--- src/smd_pkg.sv ---
// Shared constants for the sector-map detection descriptor table and its reader
package smd_pkg;

   // Descriptor field values
   localparam logic [7:0]  SMD_INSTR_READ_ANY  = 8'h65;
   localparam logic [1:0]  SMD_ADDR_LEN_VAR    = 2'h3;
   localparam logic [3:0]  SMD_LATENCY_VAR     = 4'hf;
   localparam logic [1:0]  SMD_RSVD_HI         = 2'h3;
   localparam logic [5:0]  SMD_RSVD_LO         = 6'h3f;
   localparam logic        SMD_CMD_DESC_FLAG   = 1'h0;
   localparam logic        SMD_END_DESC_FLAG   = 1'h0;
   localparam logic [7:0]  SMD_MASK_LAYOUT     = 8'h08;
   localparam logic [7:0]  SMD_MASK_PARAM_LOC  = 8'h04;
   localparam logic [31:0] SMD_ADDR_NV_CFG3    = 32'h0000_0004;
   localparam logic [31:0] SMD_ADDR_NV_CFG1    = 32'h0000_0002;

   // Field positions inside the first dword of a descriptor
   localparam int SMD_MASK_LSB    = 24;
   localparam int SMD_ALEN_LSB    = 22;
   localparam int SMD_LAT_LSB     = 16;
   localparam int SMD_INSTR_LSB   = 8;
   localparam int SMD_CMD_BIT     = 1;
   localparam int SMD_END_BIT     = 0;

   // Table placement in the two query spaces
   localparam logic [7:0]  SMD_SFDP_BASE       = 8'h48;
   localparam logic [7:0]  SMD_ALT_SKEW        = 8'h02;
   localparam logic [7:0]  SMD_ALT_BASE        = SMD_SFDP_BASE + SMD_ALT_SKEW;
   localparam logic [7:0]  SMD_TBL_BYTES       = 8'h10;
   localparam logic [7:0]  SMD_FILL_BYTE       = 8'hff;
   localparam logic [4:0]  SMD_TBL_LEN_M1      = 5'h0f;

   // Controller register map, byte addresses
   localparam logic [7:0]  SMD_REG_CTRL        = 8'h00;
   localparam logic [7:0]  SMD_REG_STATUS      = 8'h04;
   localparam logic [7:0]  SMD_REG_PROBE0      = 8'h08;
   localparam logic [7:0]  SMD_REG_PROBE1      = 8'h0c;
   localparam logic [7:0]  SMD_REG_DESC        = 8'h10;
   localparam int SMD_CTRL_START  = 0;
   localparam int SMD_CTRL_ALT    = 1;
   localparam int SMD_ST_BUSY     = 0;
   localparam int SMD_ST_DONE     = 1;
   localparam int SMD_ST_OK       = 2;

   typedef enum logic {
      SMD_SPACE_SFDP = 1'b0,
      SMD_SPACE_ALT  = 1'b1
   } smd_space_t;

   typedef enum logic [1:0] {
      SMD_D_IDLE = 2'b01,
      SMD_D_SEND = 2'b10
   } smd_dstate_t;

   typedef enum logic [3:0] {
      SMD_H_IDLE  = 4'b0001,
      SMD_H_REQ   = 4'b0010,
      SMD_H_RECV  = 4'b0100,
      SMD_H_CHECK = 4'b1000
   } smd_hstate_t;

endpackage : smd_pkg

--- src/smd_link_if.sv ---
`timescale 1ns/1ns
`default_nettype none
// Byte link between the table reader and the descriptor table
interface smd_link_if (
   input wire logic mclk
);
   import smd_pkg::*;

   logic        req_valid;   // One-cycle read request
   smd_space_t  req_space;   // Query space of req_offset
   logic [7:0]  req_offset;  // First byte offset
   logic [4:0]  req_len_m1;  // Byte count minus one
   logic        rsp_valid;   // One byte per cycle
   logic [7:0]  rsp_data;
   logic        rsp_last;
   logic        dev_busy;    // Requests are ignored while high

   modport dev (
      input  req_valid, req_space, req_offset, req_len_m1,
      output rsp_valid, rsp_data, rsp_last, dev_busy
   );

   modport host (
      output req_valid, req_space, req_offset, req_len_m1,
      input  rsp_valid, rsp_data, rsp_last, dev_busy
   );

endinterface : smd_link_if
`default_nettype wire

--- src/smd_host_ctl.sv ---
`timescale 1ns/1ns
`default_nettype none
module smd_host_ctl
   import smd_pkg::*;
(
   input  wire logic        mclk,
   input  wire logic        rstn,
   input  wire logic        ce,
   smd_link_if.host         lnk,
   input  wire logic [7:0]  reg_addr,
   input  wire logic [31:0] reg_wdata,
   input  wire logic        reg_wr,
   input  wire logic        reg_rd,
   output var  logic [31:0] reg_rdata
);

   // Whole state of the reader
   typedef struct packed {
      smd_hstate_t st;
      smd_space_t  space;
      logic [3:0]  cnt;
      logic [3:0][31:0] dw;
      logic        done;
      logic        ok;
      logic        req_valid;
      logic [7:0]  req_off;
      logic [31:0] rdata;
   } smd_host_state_t;

   localparam smd_host_state_t SMD_HOST_RST = '{
      st:        SMD_H_IDLE,
      space:     SMD_SPACE_SFDP,
      cnt:       4'h0,
      dw:        '0,
      done:      1'b0,
      ok:        1'b0,
      req_valid: 1'b0,
      req_off:   8'h00,
      rdata:     32'h0000_0000
   };

   smd_host_state_t state_r;
   smd_host_state_t state_nxt;

   // A descriptor head is usable only with the expected command coding
   function automatic logic smd_head_ok(input logic [31:0] d);
      return (d[SMD_INSTR_LSB +: 8] == SMD_INSTR_READ_ANY)     // see [RULE4]
          && (d[SMD_ALEN_LSB +: 2] == SMD_ADDR_LEN_VAR)       // see [RULE5]
          && (d[SMD_LAT_LSB +: 4] == SMD_LATENCY_VAR)         // see [RULE5]
          && (d[SMD_CMD_BIT] == SMD_CMD_DESC_FLAG)            // see [RULE8]
          && (d[SMD_END_BIT] == SMD_END_DESC_FLAG);           // see [RULE8]
   endfunction : smd_head_ok

   // Fetch sequence, register writes and reads
   always_comb begin
      state_nxt           = state_r;
      state_nxt.req_valid = 1'b0;
      state_nxt.rdata     = 32'h0000_0000;
      unique case (state_r.st)
         SMD_H_IDLE: begin
            if (reg_wr && reg_addr == SMD_REG_CTRL && reg_wdata[SMD_CTRL_START]) begin
               state_nxt.space = smd_space_t'(reg_wdata[SMD_CTRL_ALT]);
               state_nxt.st    = SMD_H_REQ;
               state_nxt.ok    = 1'b0;
               state_nxt.cnt   = 4'h0;
            end
         end
         SMD_H_REQ: begin
            if (!lnk.dev_busy) begin
               state_nxt.req_valid = 1'b1;
               state_nxt.req_off   = (state_r.space == SMD_SPACE_ALT) ? SMD_ALT_BASE
                                                                       : SMD_SFDP_BASE; // see [RULE11]
               state_nxt.st        = SMD_H_RECV;
            end
         end
         SMD_H_RECV: begin
            if (lnk.rsp_valid) begin
               // Low byte first within each dword
               state_nxt.dw[state_r.cnt[3:2]][{state_r.cnt[1:0], 3'h0} +: 8] = lnk.rsp_data; // see [RULE10]
               state_nxt.cnt = state_r.cnt + 4'h1;
               if (lnk.rsp_last) begin
                  state_nxt.st = SMD_H_CHECK;
               end
            end
         end
         SMD_H_CHECK: begin
            // Masks must pick the layout bit and the location bit
            state_nxt.ok = smd_head_ok(state_r.dw[0]) && smd_head_ok(state_r.dw[2])
                        && (state_r.dw[0][SMD_MASK_LSB +: 8] == SMD_MASK_LAYOUT)     // see [RULE2]
                        && (state_r.dw[2][SMD_MASK_LSB +: 8] == SMD_MASK_PARAM_LOC); // see [RULE3]
            state_nxt.done = 1'b1;
            state_nxt.st   = SMD_H_IDLE;
         end
      endcase
      // Writing one to done clears it; a completion in that cycle wins
      if (reg_wr && reg_addr == SMD_REG_STATUS && reg_wdata[SMD_ST_DONE]
          && state_r.st != SMD_H_CHECK) begin
         state_nxt.done = 1'b0;
      end
      if (reg_rd) begin
         unique case (reg_addr)
            SMD_REG_STATUS: begin
               state_nxt.rdata[SMD_ST_BUSY] = (state_r.st != SMD_H_IDLE);
               state_nxt.rdata[SMD_ST_DONE] = state_r.done;
               state_nxt.rdata[SMD_ST_OK]   = state_r.ok;
            end
            SMD_REG_PROBE0: state_nxt.rdata = state_r.dw[1];
            SMD_REG_PROBE1: state_nxt.rdata = state_r.dw[3];
            SMD_REG_DESC:   state_nxt.rdata = {state_r.dw[0][SMD_MASK_LSB +: 8],
                                               state_r.dw[2][SMD_MASK_LSB +: 8],
                                               state_r.dw[0][SMD_INSTR_LSB +: 8],
                                               state_r.dw[2][SMD_INSTR_LSB +: 8]};
            default:        state_nxt.rdata = 32'h0000_0000;
         endcase
      end
   end

   // Clock enable low freezes every bit of state
   always_ff @(posedge mclk or negedge rstn) begin
      if (!rstn) begin
         state_r <= SMD_HOST_RST;
      end else if (ce) begin
         state_r <= state_nxt;
      end
   end

   assign lnk.req_valid  = state_r.req_valid;
   assign lnk.req_space  = state_r.space;
   assign lnk.req_offset = state_r.req_off;
   assign lnk.req_len_m1 = SMD_TBL_LEN_M1;   // Fixed sixteen-byte fetch
   assign reg_rdata      = state_r.rdata;

endmodule : smd_host_ctl
`default_nettype wire

--- src/flat_wrapper.sv ---
// flat-port wrapper written by rule: the top's interface ports become plain ports
module smd_host_ctl_flat import smd_pkg::*;
  (mclk, rstn, ce, reg_addr, reg_wdata, reg_wr, reg_rd, reg_rdata, lnk_req_valid, lnk_req_space, lnk_req_offset, lnk_req_len_m1, lnk_rsp_valid, lnk_rsp_data, lnk_rsp_last, lnk_dev_busy);
  smd_link_if lnk_i (.mclk(mclk));
  input  wire logic mclk;
  input  wire logic rstn;
  input  wire logic ce;
  input  wire logic [7:0] reg_addr;
  input  wire logic [31:0] reg_wdata;
  input  wire logic reg_wr;
  input  wire logic reg_rd;
  output var  logic [31:0] reg_rdata;
  output wire logic [$bits(lnk_i.req_valid)-1:0] lnk_req_valid;
  output wire logic [$bits(lnk_i.req_space)-1:0] lnk_req_space;
  output wire logic [$bits(lnk_i.req_offset)-1:0] lnk_req_offset;
  output wire logic [$bits(lnk_i.req_len_m1)-1:0] lnk_req_len_m1;
  input wire logic [$bits(lnk_i.rsp_valid)-1:0] lnk_rsp_valid;
  input wire logic [$bits(lnk_i.rsp_data)-1:0] lnk_rsp_data;
  input wire logic [$bits(lnk_i.rsp_last)-1:0] lnk_rsp_last;
  input wire logic [$bits(lnk_i.dev_busy)-1:0] lnk_dev_busy;
  assign lnk_req_valid = lnk_i.req_valid;
  assign lnk_req_space = lnk_i.req_space;
  assign lnk_req_offset = lnk_i.req_offset;
  assign lnk_req_len_m1 = lnk_i.req_len_m1;
  assign lnk_i.rsp_valid = lnk_rsp_valid;
  assign lnk_i.rsp_data = lnk_rsp_data;
  assign lnk_i.rsp_last = lnk_rsp_last;
  assign lnk_i.dev_busy = lnk_dev_busy;
  smd_host_ctl u_core (.mclk(mclk), .rstn(rstn), .ce(ce), .lnk(lnk_i), .reg_addr(reg_addr), .reg_wdata(reg_wdata), .reg_wr(reg_wr), .reg_rd(reg_rd), .reg_rdata(reg_rdata));
endmodule
--- config.mk ---
export PLATFORM = sky130hd
export DESIGN_NAME = smd_host_ctl_flat
export DESIGN_NICKNAME = d
export VERILOG_FILES = /design/src/smd_pkg.sv /design/src/smd_link_if.sv /design/src/smd_host_ctl.sv /design/src/flat_wrapper.sv
export SDC_FILE = /design/constraint.sdc
export NUM_CORES = 1
export LEC_CHECK = 0
export ABC_CLOCK_PERIOD_IN_PS = 2700
export BUFFER_PORTS_ARGS = -buffer_cell sky130_fd_sc_hd__buf_2
export CAP_MARGIN = 25
export CORE_MARGIN = 2
export CORE_UTILIZATION = 40
export CTS_CLUSTER_SIZE = 24
export DETAILED_ROUTE_END_ITERATION = 16
export GPL_TIMING_DRIVEN = 1
export PLACE_DENSITY = 0.61
export SYNTH_ARGS = -nofsm -noshare
export SYNTH_HDL_FRONTEND = slang
export SYNTH_SLANG_ARGS = --single-unit
--- constraint.sdc ---
create_clock -name mclk -period 2.7 [get_ports mclk]
set_clock_uncertainty 0.15 [all_clocks]
set_input_delay 0.81 -clock mclk [delete_from_list [all_inputs] [get_ports mclk]]
set_output_delay 0.81 -clock mclk [all_outputs]
set_load 0.03 [all_outputs]
==> key figures, run 1 <==
Global routing
  • Initial antenna violation count: 0
  • Largest net degree at the start of global routing: 53
  • Vias in the first global route: 5223
  • Congestion Overflow GR: 0
  • Overall Global Routing Usage: 0.186
  • Global-route wire length before repair: 28.7 mm

CTS
  • Latest clock arrival within the worst-skew pair: 0.42 ns
  • # Post-CTS Setup Buffers: 0
  • Worst-path clk slew: 0.06 ns
  • Clock tree buffer depth: 2
  • Clock tree root driver cell: clkbuf_16
  • Hold-fix buffers, CTS: 0
  • TritonCTS clock tree: built
  • Post-cts sizing count: 0
  • Cts bufs inserted: 17
  • CTS H-tree depth: 4
  • Clk sinks: 158

Floorplanning
  • Core footprint: 0.0186 sq mm
  • Die area: 0.0201 sq mm
  • I/O pin total: 103
  • Row cnt: 50
  • Die W: 142 um
  • Chip height: 142 um
  • Initial core utilization: 0.407

Worst setup path
  • CP Data Required Time: 2.85 ns
  • Largest fanout on the critical path: 8
  • Worst setup SP type: flop
  • Slowest stage cell, crit path: or4b_1
  • Critical Path, Cell by Cell: or4b_1, buf_4, nor2_2, nand4_2, mux2_2
  • Worst Path Arrival: 2.66 ns
  • CP Class: flop to flop
  • CP endpoint kind: flop
  • Crit path largest cell delay: 0.49 ns

Yosys
  • Sequential area share after synthesis: 0.521
  • XOR/XNOR Fraction of Synth Area: 0.00115
  • Post-synthesis cell type count: 50
  • Post-synthesis mux area share: 0.177
  • Synth Register Bits: 158
  • Cells after synthesis: 624
  • EDFF count, synth: 0
  • Cell taking the most area after synthesis: dfrtp_1
  • Post-Synth Adder-Cell Area: 0.00824
  • Mapped cell area: 0.00759 sq mm
  • Mean Syn Cell Area: 12.2 sq um
  • Top-area cell type share of the netlist area: 0.517
  • Synth top cells by count: 157 x dfrtp_1, 115 x mux2_2, 45 x buf_4, 41 x inv_1, 34 x and2_1
  • Post-synthesis compound-gate area fraction: 0.113
  • Most common cell in the netlist: dfrtp_1
  • Synth area leaders: dfrtp_1 52%, mux2_2 17%, buf_4 4.4%
  • Main synth FF type: dfrtp_1
  • Simple-Gate Fraction of Synth Area: 0.0994
  • Combinational family with the most area after synthesis: multiplexers
  • YS warnings: 0
  • Async SR Flop Fraction: 1.00

STA
  • # setup viols final: 0
  • TNS Setup: 0 ns
  • Unrepaired setup endpoints after global routing: no
  • FMAX: 0.399 GHz
  • Max transition margin: 0.644
  • Minimum clock period: 2.51 ns
  • Final worst-path setup slack: 0.191 ns
  • Hold Vio Cnt, Final: 0
  • Slew @ Worst Pin: 0.526 ns
  • Period utilization: 0.929
  • Fin. max-slew vios: 0

Power and ir drop
  • Pwr Density: 613 mW/mm^2
  • Max VDD drop: 442 uV
  • Leak pwr: 4.10 nW

Run status
  • Status: finished, final reports clean

Placed design
  • Buffers added on ports: 62
  • GP Congestion: 0.825
  • DP Wirelength: 12.4 mm
  • Cells after DPL: 873
  • Post-place setup slack: 0.125 ns

Detailed routing
  • WL per Instance: 19.5 um
  • TritonRoute pass-1 iters: 4
  • Vias/cell: 5.49
  • Antenna Violating Nets Remaining: 0
  • Via count: 4969
  • Post-Route WL: 17.7 mm
  • Initial DRC count: 262
  • DRC viols: 0

Final layout
  • Diode count: 0
  • FILL cells: 1671
  • Share of cells above drive strength 1: 0.364
  • Post-Layout Cell Count: 905
  • Final #Nets: 719
  • Layout-stage area growth over the synthesis result: 13.5%

Flow run
  • Max-cap violations: 0

Worst hold path
  • HP Class: input pin to async pin
critical path: cells and delay by family (launching register included):
kind | cells | cell delay, ns
multiplexers | 1 | 0.42
flip-flops | 1 | 0.44
AND/OR/NAND/NOR | 3 | 1.19
buffers and inverters | 1 | 0.19
cell usage in the layout, fill, tap and decap left out, types with 5 or more instances in the layout:
cell type	netlist	layout
buf_2	1	61
conb_1	2	10
a22o_1	30	30
nand2_1	15	15
dfrtp_1	157	157
buf_4	45	11
o22ai_1	33	33
nand2_2	8	8
ha_1	5	5
mux2_2	115	115
mux2i_1	5	5
clkbuf_16	0	17
o21ai_0	9	9
a22oi_1	31	31
inv_1	41	41
and2_1	34	34
buf_12	0	6
cell families (layout without fill, tap and decap cells):
| logic type | after synthesis | in the layout |
|---|---|---|
| flip-flops | 158 | 158 |
| AO/OA/AOI/OAI | 117 | 117 |
| buffers and inverters | 113 | 152 |
| adder cells (fa/ha/maj) | 5 | 5 |
| XOR/XNOR | 1 | 1 |
| AND/OR/NAND/NOR | 108 | 108 |
| other | 2 | 10 |
| multiplexers | 120 | 120 |
through the flow:
| stage | hold WS, ns | utilization | power [mW] | cell area (sq um) |
|---|---|---|---|---|
| floorplan | 0.309 | - | 2.68 | 7620 |
| global placement | 0.316 | 0.429 | 2.84 | 8000 |
| detailed placement | 0.326 | 0.429 | 2.85 | 8000 |
| CTS | 0.181 | 0.462 | 5.34 | 8620 |
| global route | 0.193 | 0.462 | 5.48 | 8620 |
| finish | 0.165 | 0.462 | 5.28 | 8620 |
path summary, 6_finish.rpt:
kind                                               start                  endpoint  slack [ns]  cells after the start
max in group asynchronous                           rstn       u_core.state_r[176]        1.58                      2
worst min-delay path                                rstn                 async pin        0.16                      1
min in group mclk               u_core.lnk.req_offset[3]  u_core.lnk.req_offset[3]        0.34                      1
worst max-delay path                 u_core.state_r[179]                      flop        0.19                      5
worst max register to register       u_core.state_r[179]                      flop        0.19                      5
worst min register to register  u_core.lnk.req_offset[3]  u_core.lnk.req_offset[3]        0.34                      1
metal layers:
metal  track usage  up-vias  wire [um]
met5             0        -          0
met1         0.237     2549       7740
met4        0.0758        0        327
met2         0.314      112       8960
met3        0.0351       22        642
li1              -     2286          -
final cells by class:
cell class                      count  area (sq um)  share of cell area
Timing Repair Buffer               79           519              0.0602
Tap cell                          234           293              0.0340
Multi-Input combinational cell    361          3080               0.357
Inverter                           41           154              0.0178
Sequential cell                   158          3960               0.459
Clock inverter                      9           131              0.0152
Clock buffer                       23           488              0.0566
where the power goes:
part	internal (mW)	switching, mW
logic	0.128	0.266
clock network	1.55	0.930
registers	2.39	0.0212
No activity file was read; power rests on OpenSTA's default activity.
==> run 2, diff against run 1 <==
--- a/config.mk
+++ b/config.mk
@@ -9,11 +9,12 @@
 export BUFFER_PORTS_ARGS = -buffer_cell sky130_fd_sc_hd__buf_2
 export CAP_MARGIN = 25
 export CORE_MARGIN = 2
-export CORE_UTILIZATION = 40
+export CORE_UTILIZATION = 55
+export CTS_CLUSTER_DIAMETER = 60
 export CTS_CLUSTER_SIZE = 24
 export DETAILED_ROUTE_END_ITERATION = 16
 export GPL_TIMING_DRIVEN = 1
-export PLACE_DENSITY = 0.61
+export PLACE_DENSITY = 0.79
 export SYNTH_ARGS = -nofsm -noshare
 export SYNTH_HDL_FRONTEND = slang
 export SYNTH_SLANG_ARGS = --single-unit
==> run 2 against run 1 <==
  * Maximum frequency grew 4.7%
  * Highest routed layer unchanged
  * Worst setup slack gained 0.11 ns
  * Largest power group unchanged
  * Largest cell class unchanged
  * Sequential share of layout area grew 0.27 points
==> key figures, run 2 (synthesis gave the netlist of run 1 again) <==
Run status
  • Status: finished, final reports clean

STA
  • Max transition margin: 0.563 (-0.0813)
  • Slew @ Worst Pin: 0.646 ns (+0.120 ns)
  • Period utilization: 0.887 (-0.0421)
  • Unrepaired setup endpoints after global routing: no
  • FMAX: 0.417 GHz (+4.7%)
  • Minimum clock period: 2.40 ns (-0.114 ns)
  • WHS: 0.129 ns (-0.0351 ns)
  • TNS Setup: 0 ns (unchanged)
  • Fin. max-slew vios: 0 (unchanged)
  • Hold Vio Cnt, Final: 0 (unchanged)
  • # setup viols final: 0 (unchanged)

Worst setup path
  • CP Data Required Time: 2.86 ns (about the same)
  • Worst Path Arrival: 2.55 ns (-0.11 ns)
  • Largest fanout on the critical path: 8 (unchanged)
  • Worst setup SP type: flop
  • Worst r2r src: u_core.state_r[178]
  • Cells on worst reg2reg path: 4 (-1)
  • CP endpoint kind: flop
  • Flop-to-flop setup slack: 0.30 ns (+0.11 ns)
  • CP Class: flop to flop

Final layout
  • FILL cells: 993 (-41%)
  • Diode count: 0 (unchanged)
  • Share of cells above drive strength 1: 0.365 (+0.000947)
  • Seq. cell area: 0.00396 sq mm (unchanged)
  • Commonest non-fill, non-tap cell in the layout: dfrtp_1
  • Core Util, Final: 0.642 (+0.180)
  • Layout-stage area growth over the synthesis result: 12.9%
  • Most frequent cells in the layout: 157 x dfrtp_1, 115 x mux2_2, 61 x buf_2
  • Final #Nets: 720 (+0.14%)
  • Area of the multi-input gates: 0.00309 sq mm (+0.28%)

Detailed routing
  • DRC viols: 0 (unchanged)
  • Vias/cell: 5.95 (+8.3%)
  • Initial DRC count: 347 (+32%)
  • Antenna Violating Nets Remaining: 0 (unchanged)
  • Post-Route WL: 17.3 mm (-2.3%)
  • WL per Instance: 20.4 um (+4.3%)
  • TritonRoute pass-1 iters: 4 (unchanged)
  • Via count: 5042 (+1.5%)

Global routing
  • Initial antenna violation count: 0 (unchanged)
  • GRT met2 Usage: 0.409 (+0.0947)
  • Global-route wire length before repair: 27.9 mm (-2.8%)
  • Met1 GRT Util: 0.315 (+0.0781)
  • Congestion Overflow GR: 0 (unchanged)
  • Gr busiest metal: met2
  • Grt met3 use: 0.0587 (+0.0236)
  • Overall Global Routing Usage: 0.249 (+0.0626)
  • Vias in the first global route: 5363 (+2.7%)
  • Largest net degree at the start of global routing: 55 (+3.8%)

CTS
  • Clock tree buffer depth: 2 (unchanged)
  • Cts bufs inserted: 17 (unchanged)
  • Clock tree root driver cell: clkbuf_16
  • Clk sinks: 158 (unchanged)
  • # Post-CTS Setup Buffers: 0 (unchanged)
  • TritonCTS clock tree: built
  • Latest clock arrival within the worst-skew pair: 0.43 ns (about the same)
  • Hold-fix buffers, CTS: 0 (unchanged)
  • Worst-path clk slew: 0.06 ns (about the same)
  • Post-cts sizing count: 0 (unchanged)
  • CTS H-tree depth: 4 (unchanged)

Floorplanning
  • Die W: 122 um (-14%)
  • Chip height: 122 um (-14%)
  • Die area: 0.0148 sq mm (-27%)
  • Initial core utilization: 0.569 (+0.162)
  • Core footprint: 0.0133 sq mm (-28%)
  • Row cnt: 42 (-16%)
  • I/O pin total: 103 (unchanged)

Power and ir drop
  • Internal power: 4.11 mW (+1.0%)
  • Clk pwr share: 0.474 (+0.004)
  • Pwr Density: 621 mW/mm^2 (+1.4%)
  • Max VDD drop: 381 uV (-14%)
  • Sequential power share: 0.452 (-0.004)
  • Gate power share: 0.074 (about the same)
  • Net Sw Frac: 0.228 (-0.00199)
  • Leak pwr: 4.11 nW (+0.21%)
  • P_sw: 1.22 mW (-0.11%)
  • Total power: 5.32 mW (+0.76%)

Placed design
  • Buffers added on ports: 62 (unchanged)
  • DP Wirelength: 11.7 mm (-5.8%)
  • GP Congestion: 0.916 (+11%)

Worst hold path
  • HP Class: input pin to async pin

Flow run
  • Max-cap violations: 0 (unchanged)
run 2: stage by stage:
stage	worst slack [ns]	cell area, sq um	cells
5_1_grt	0.157	8570	848
2_1_floorplan	0.196	7620	632
6_report	0.304	8570	848
3_3_place_gp	0.140	7940	816
3_5_place_dp	0.115	7940	816
4_1_cts	0.120	8560	848
run 2: metal layers:
metal | share of wire | vias to the layer above
met4 | 0.032 | 0
li1 | - | 2282
met2 | 0.51 | 175
met1 | 0.41 | 2541
met3 | 0.052 | 44
met5 | 0 | -
run 2: worst max-delay path: stages, from the launching register on:
cell	delay (ns)
dfrtp_1	0.45
or4b_4	0.60
nor4b_4	0.44
nand2_2	0.28
mux2_2	0.35
run 2: power by group through the flow:
stage               Sequential, mW  Combinational, mW  Clock (mW)
CTS                           2.41              0.390        2.54
detailed placement            2.45              0.388           0
global placement              2.45              0.377           0
floorplan                     2.44              0.237           0
global route                  2.41              0.432        2.66
finish                        2.41              0.393        2.52
run 2: cell type report:
| class | instances | area share |
|---|---|---|
| Clock buffer | 22 | 0.0542 |
| Timing Repair Buffer | 80 | 0.0615 |
| Multi-Input combinational cell | 361 | 0.361 |
| Clock inverter | 10 | 0.0188 |
| Inverter | 41 | 0.0180 |
| Tap cell | 176 | 0.0257 |
| Sequential cell | 158 | 0.461 |
run 2: worst max path at each step:
stage | from | endpoint | slack, ns | cells past startpoint
after floorplan | reg_addr[3] | u_core.reg_rdata[11] | 0.20 | 7
after global placement | u_core.state_r[176] | flop | 0.14 | 4
after detailed placement | reg_addr[2] | u_core.state_r[174] | 0.12 | 5
after CTS | u_core.state_r[179] | flop | 0.12 | 4
after global routing | u_core.state_r[178] | flop | 0.16 | 4
final | u_core.state_r[178] | flop | 0.30 | 4
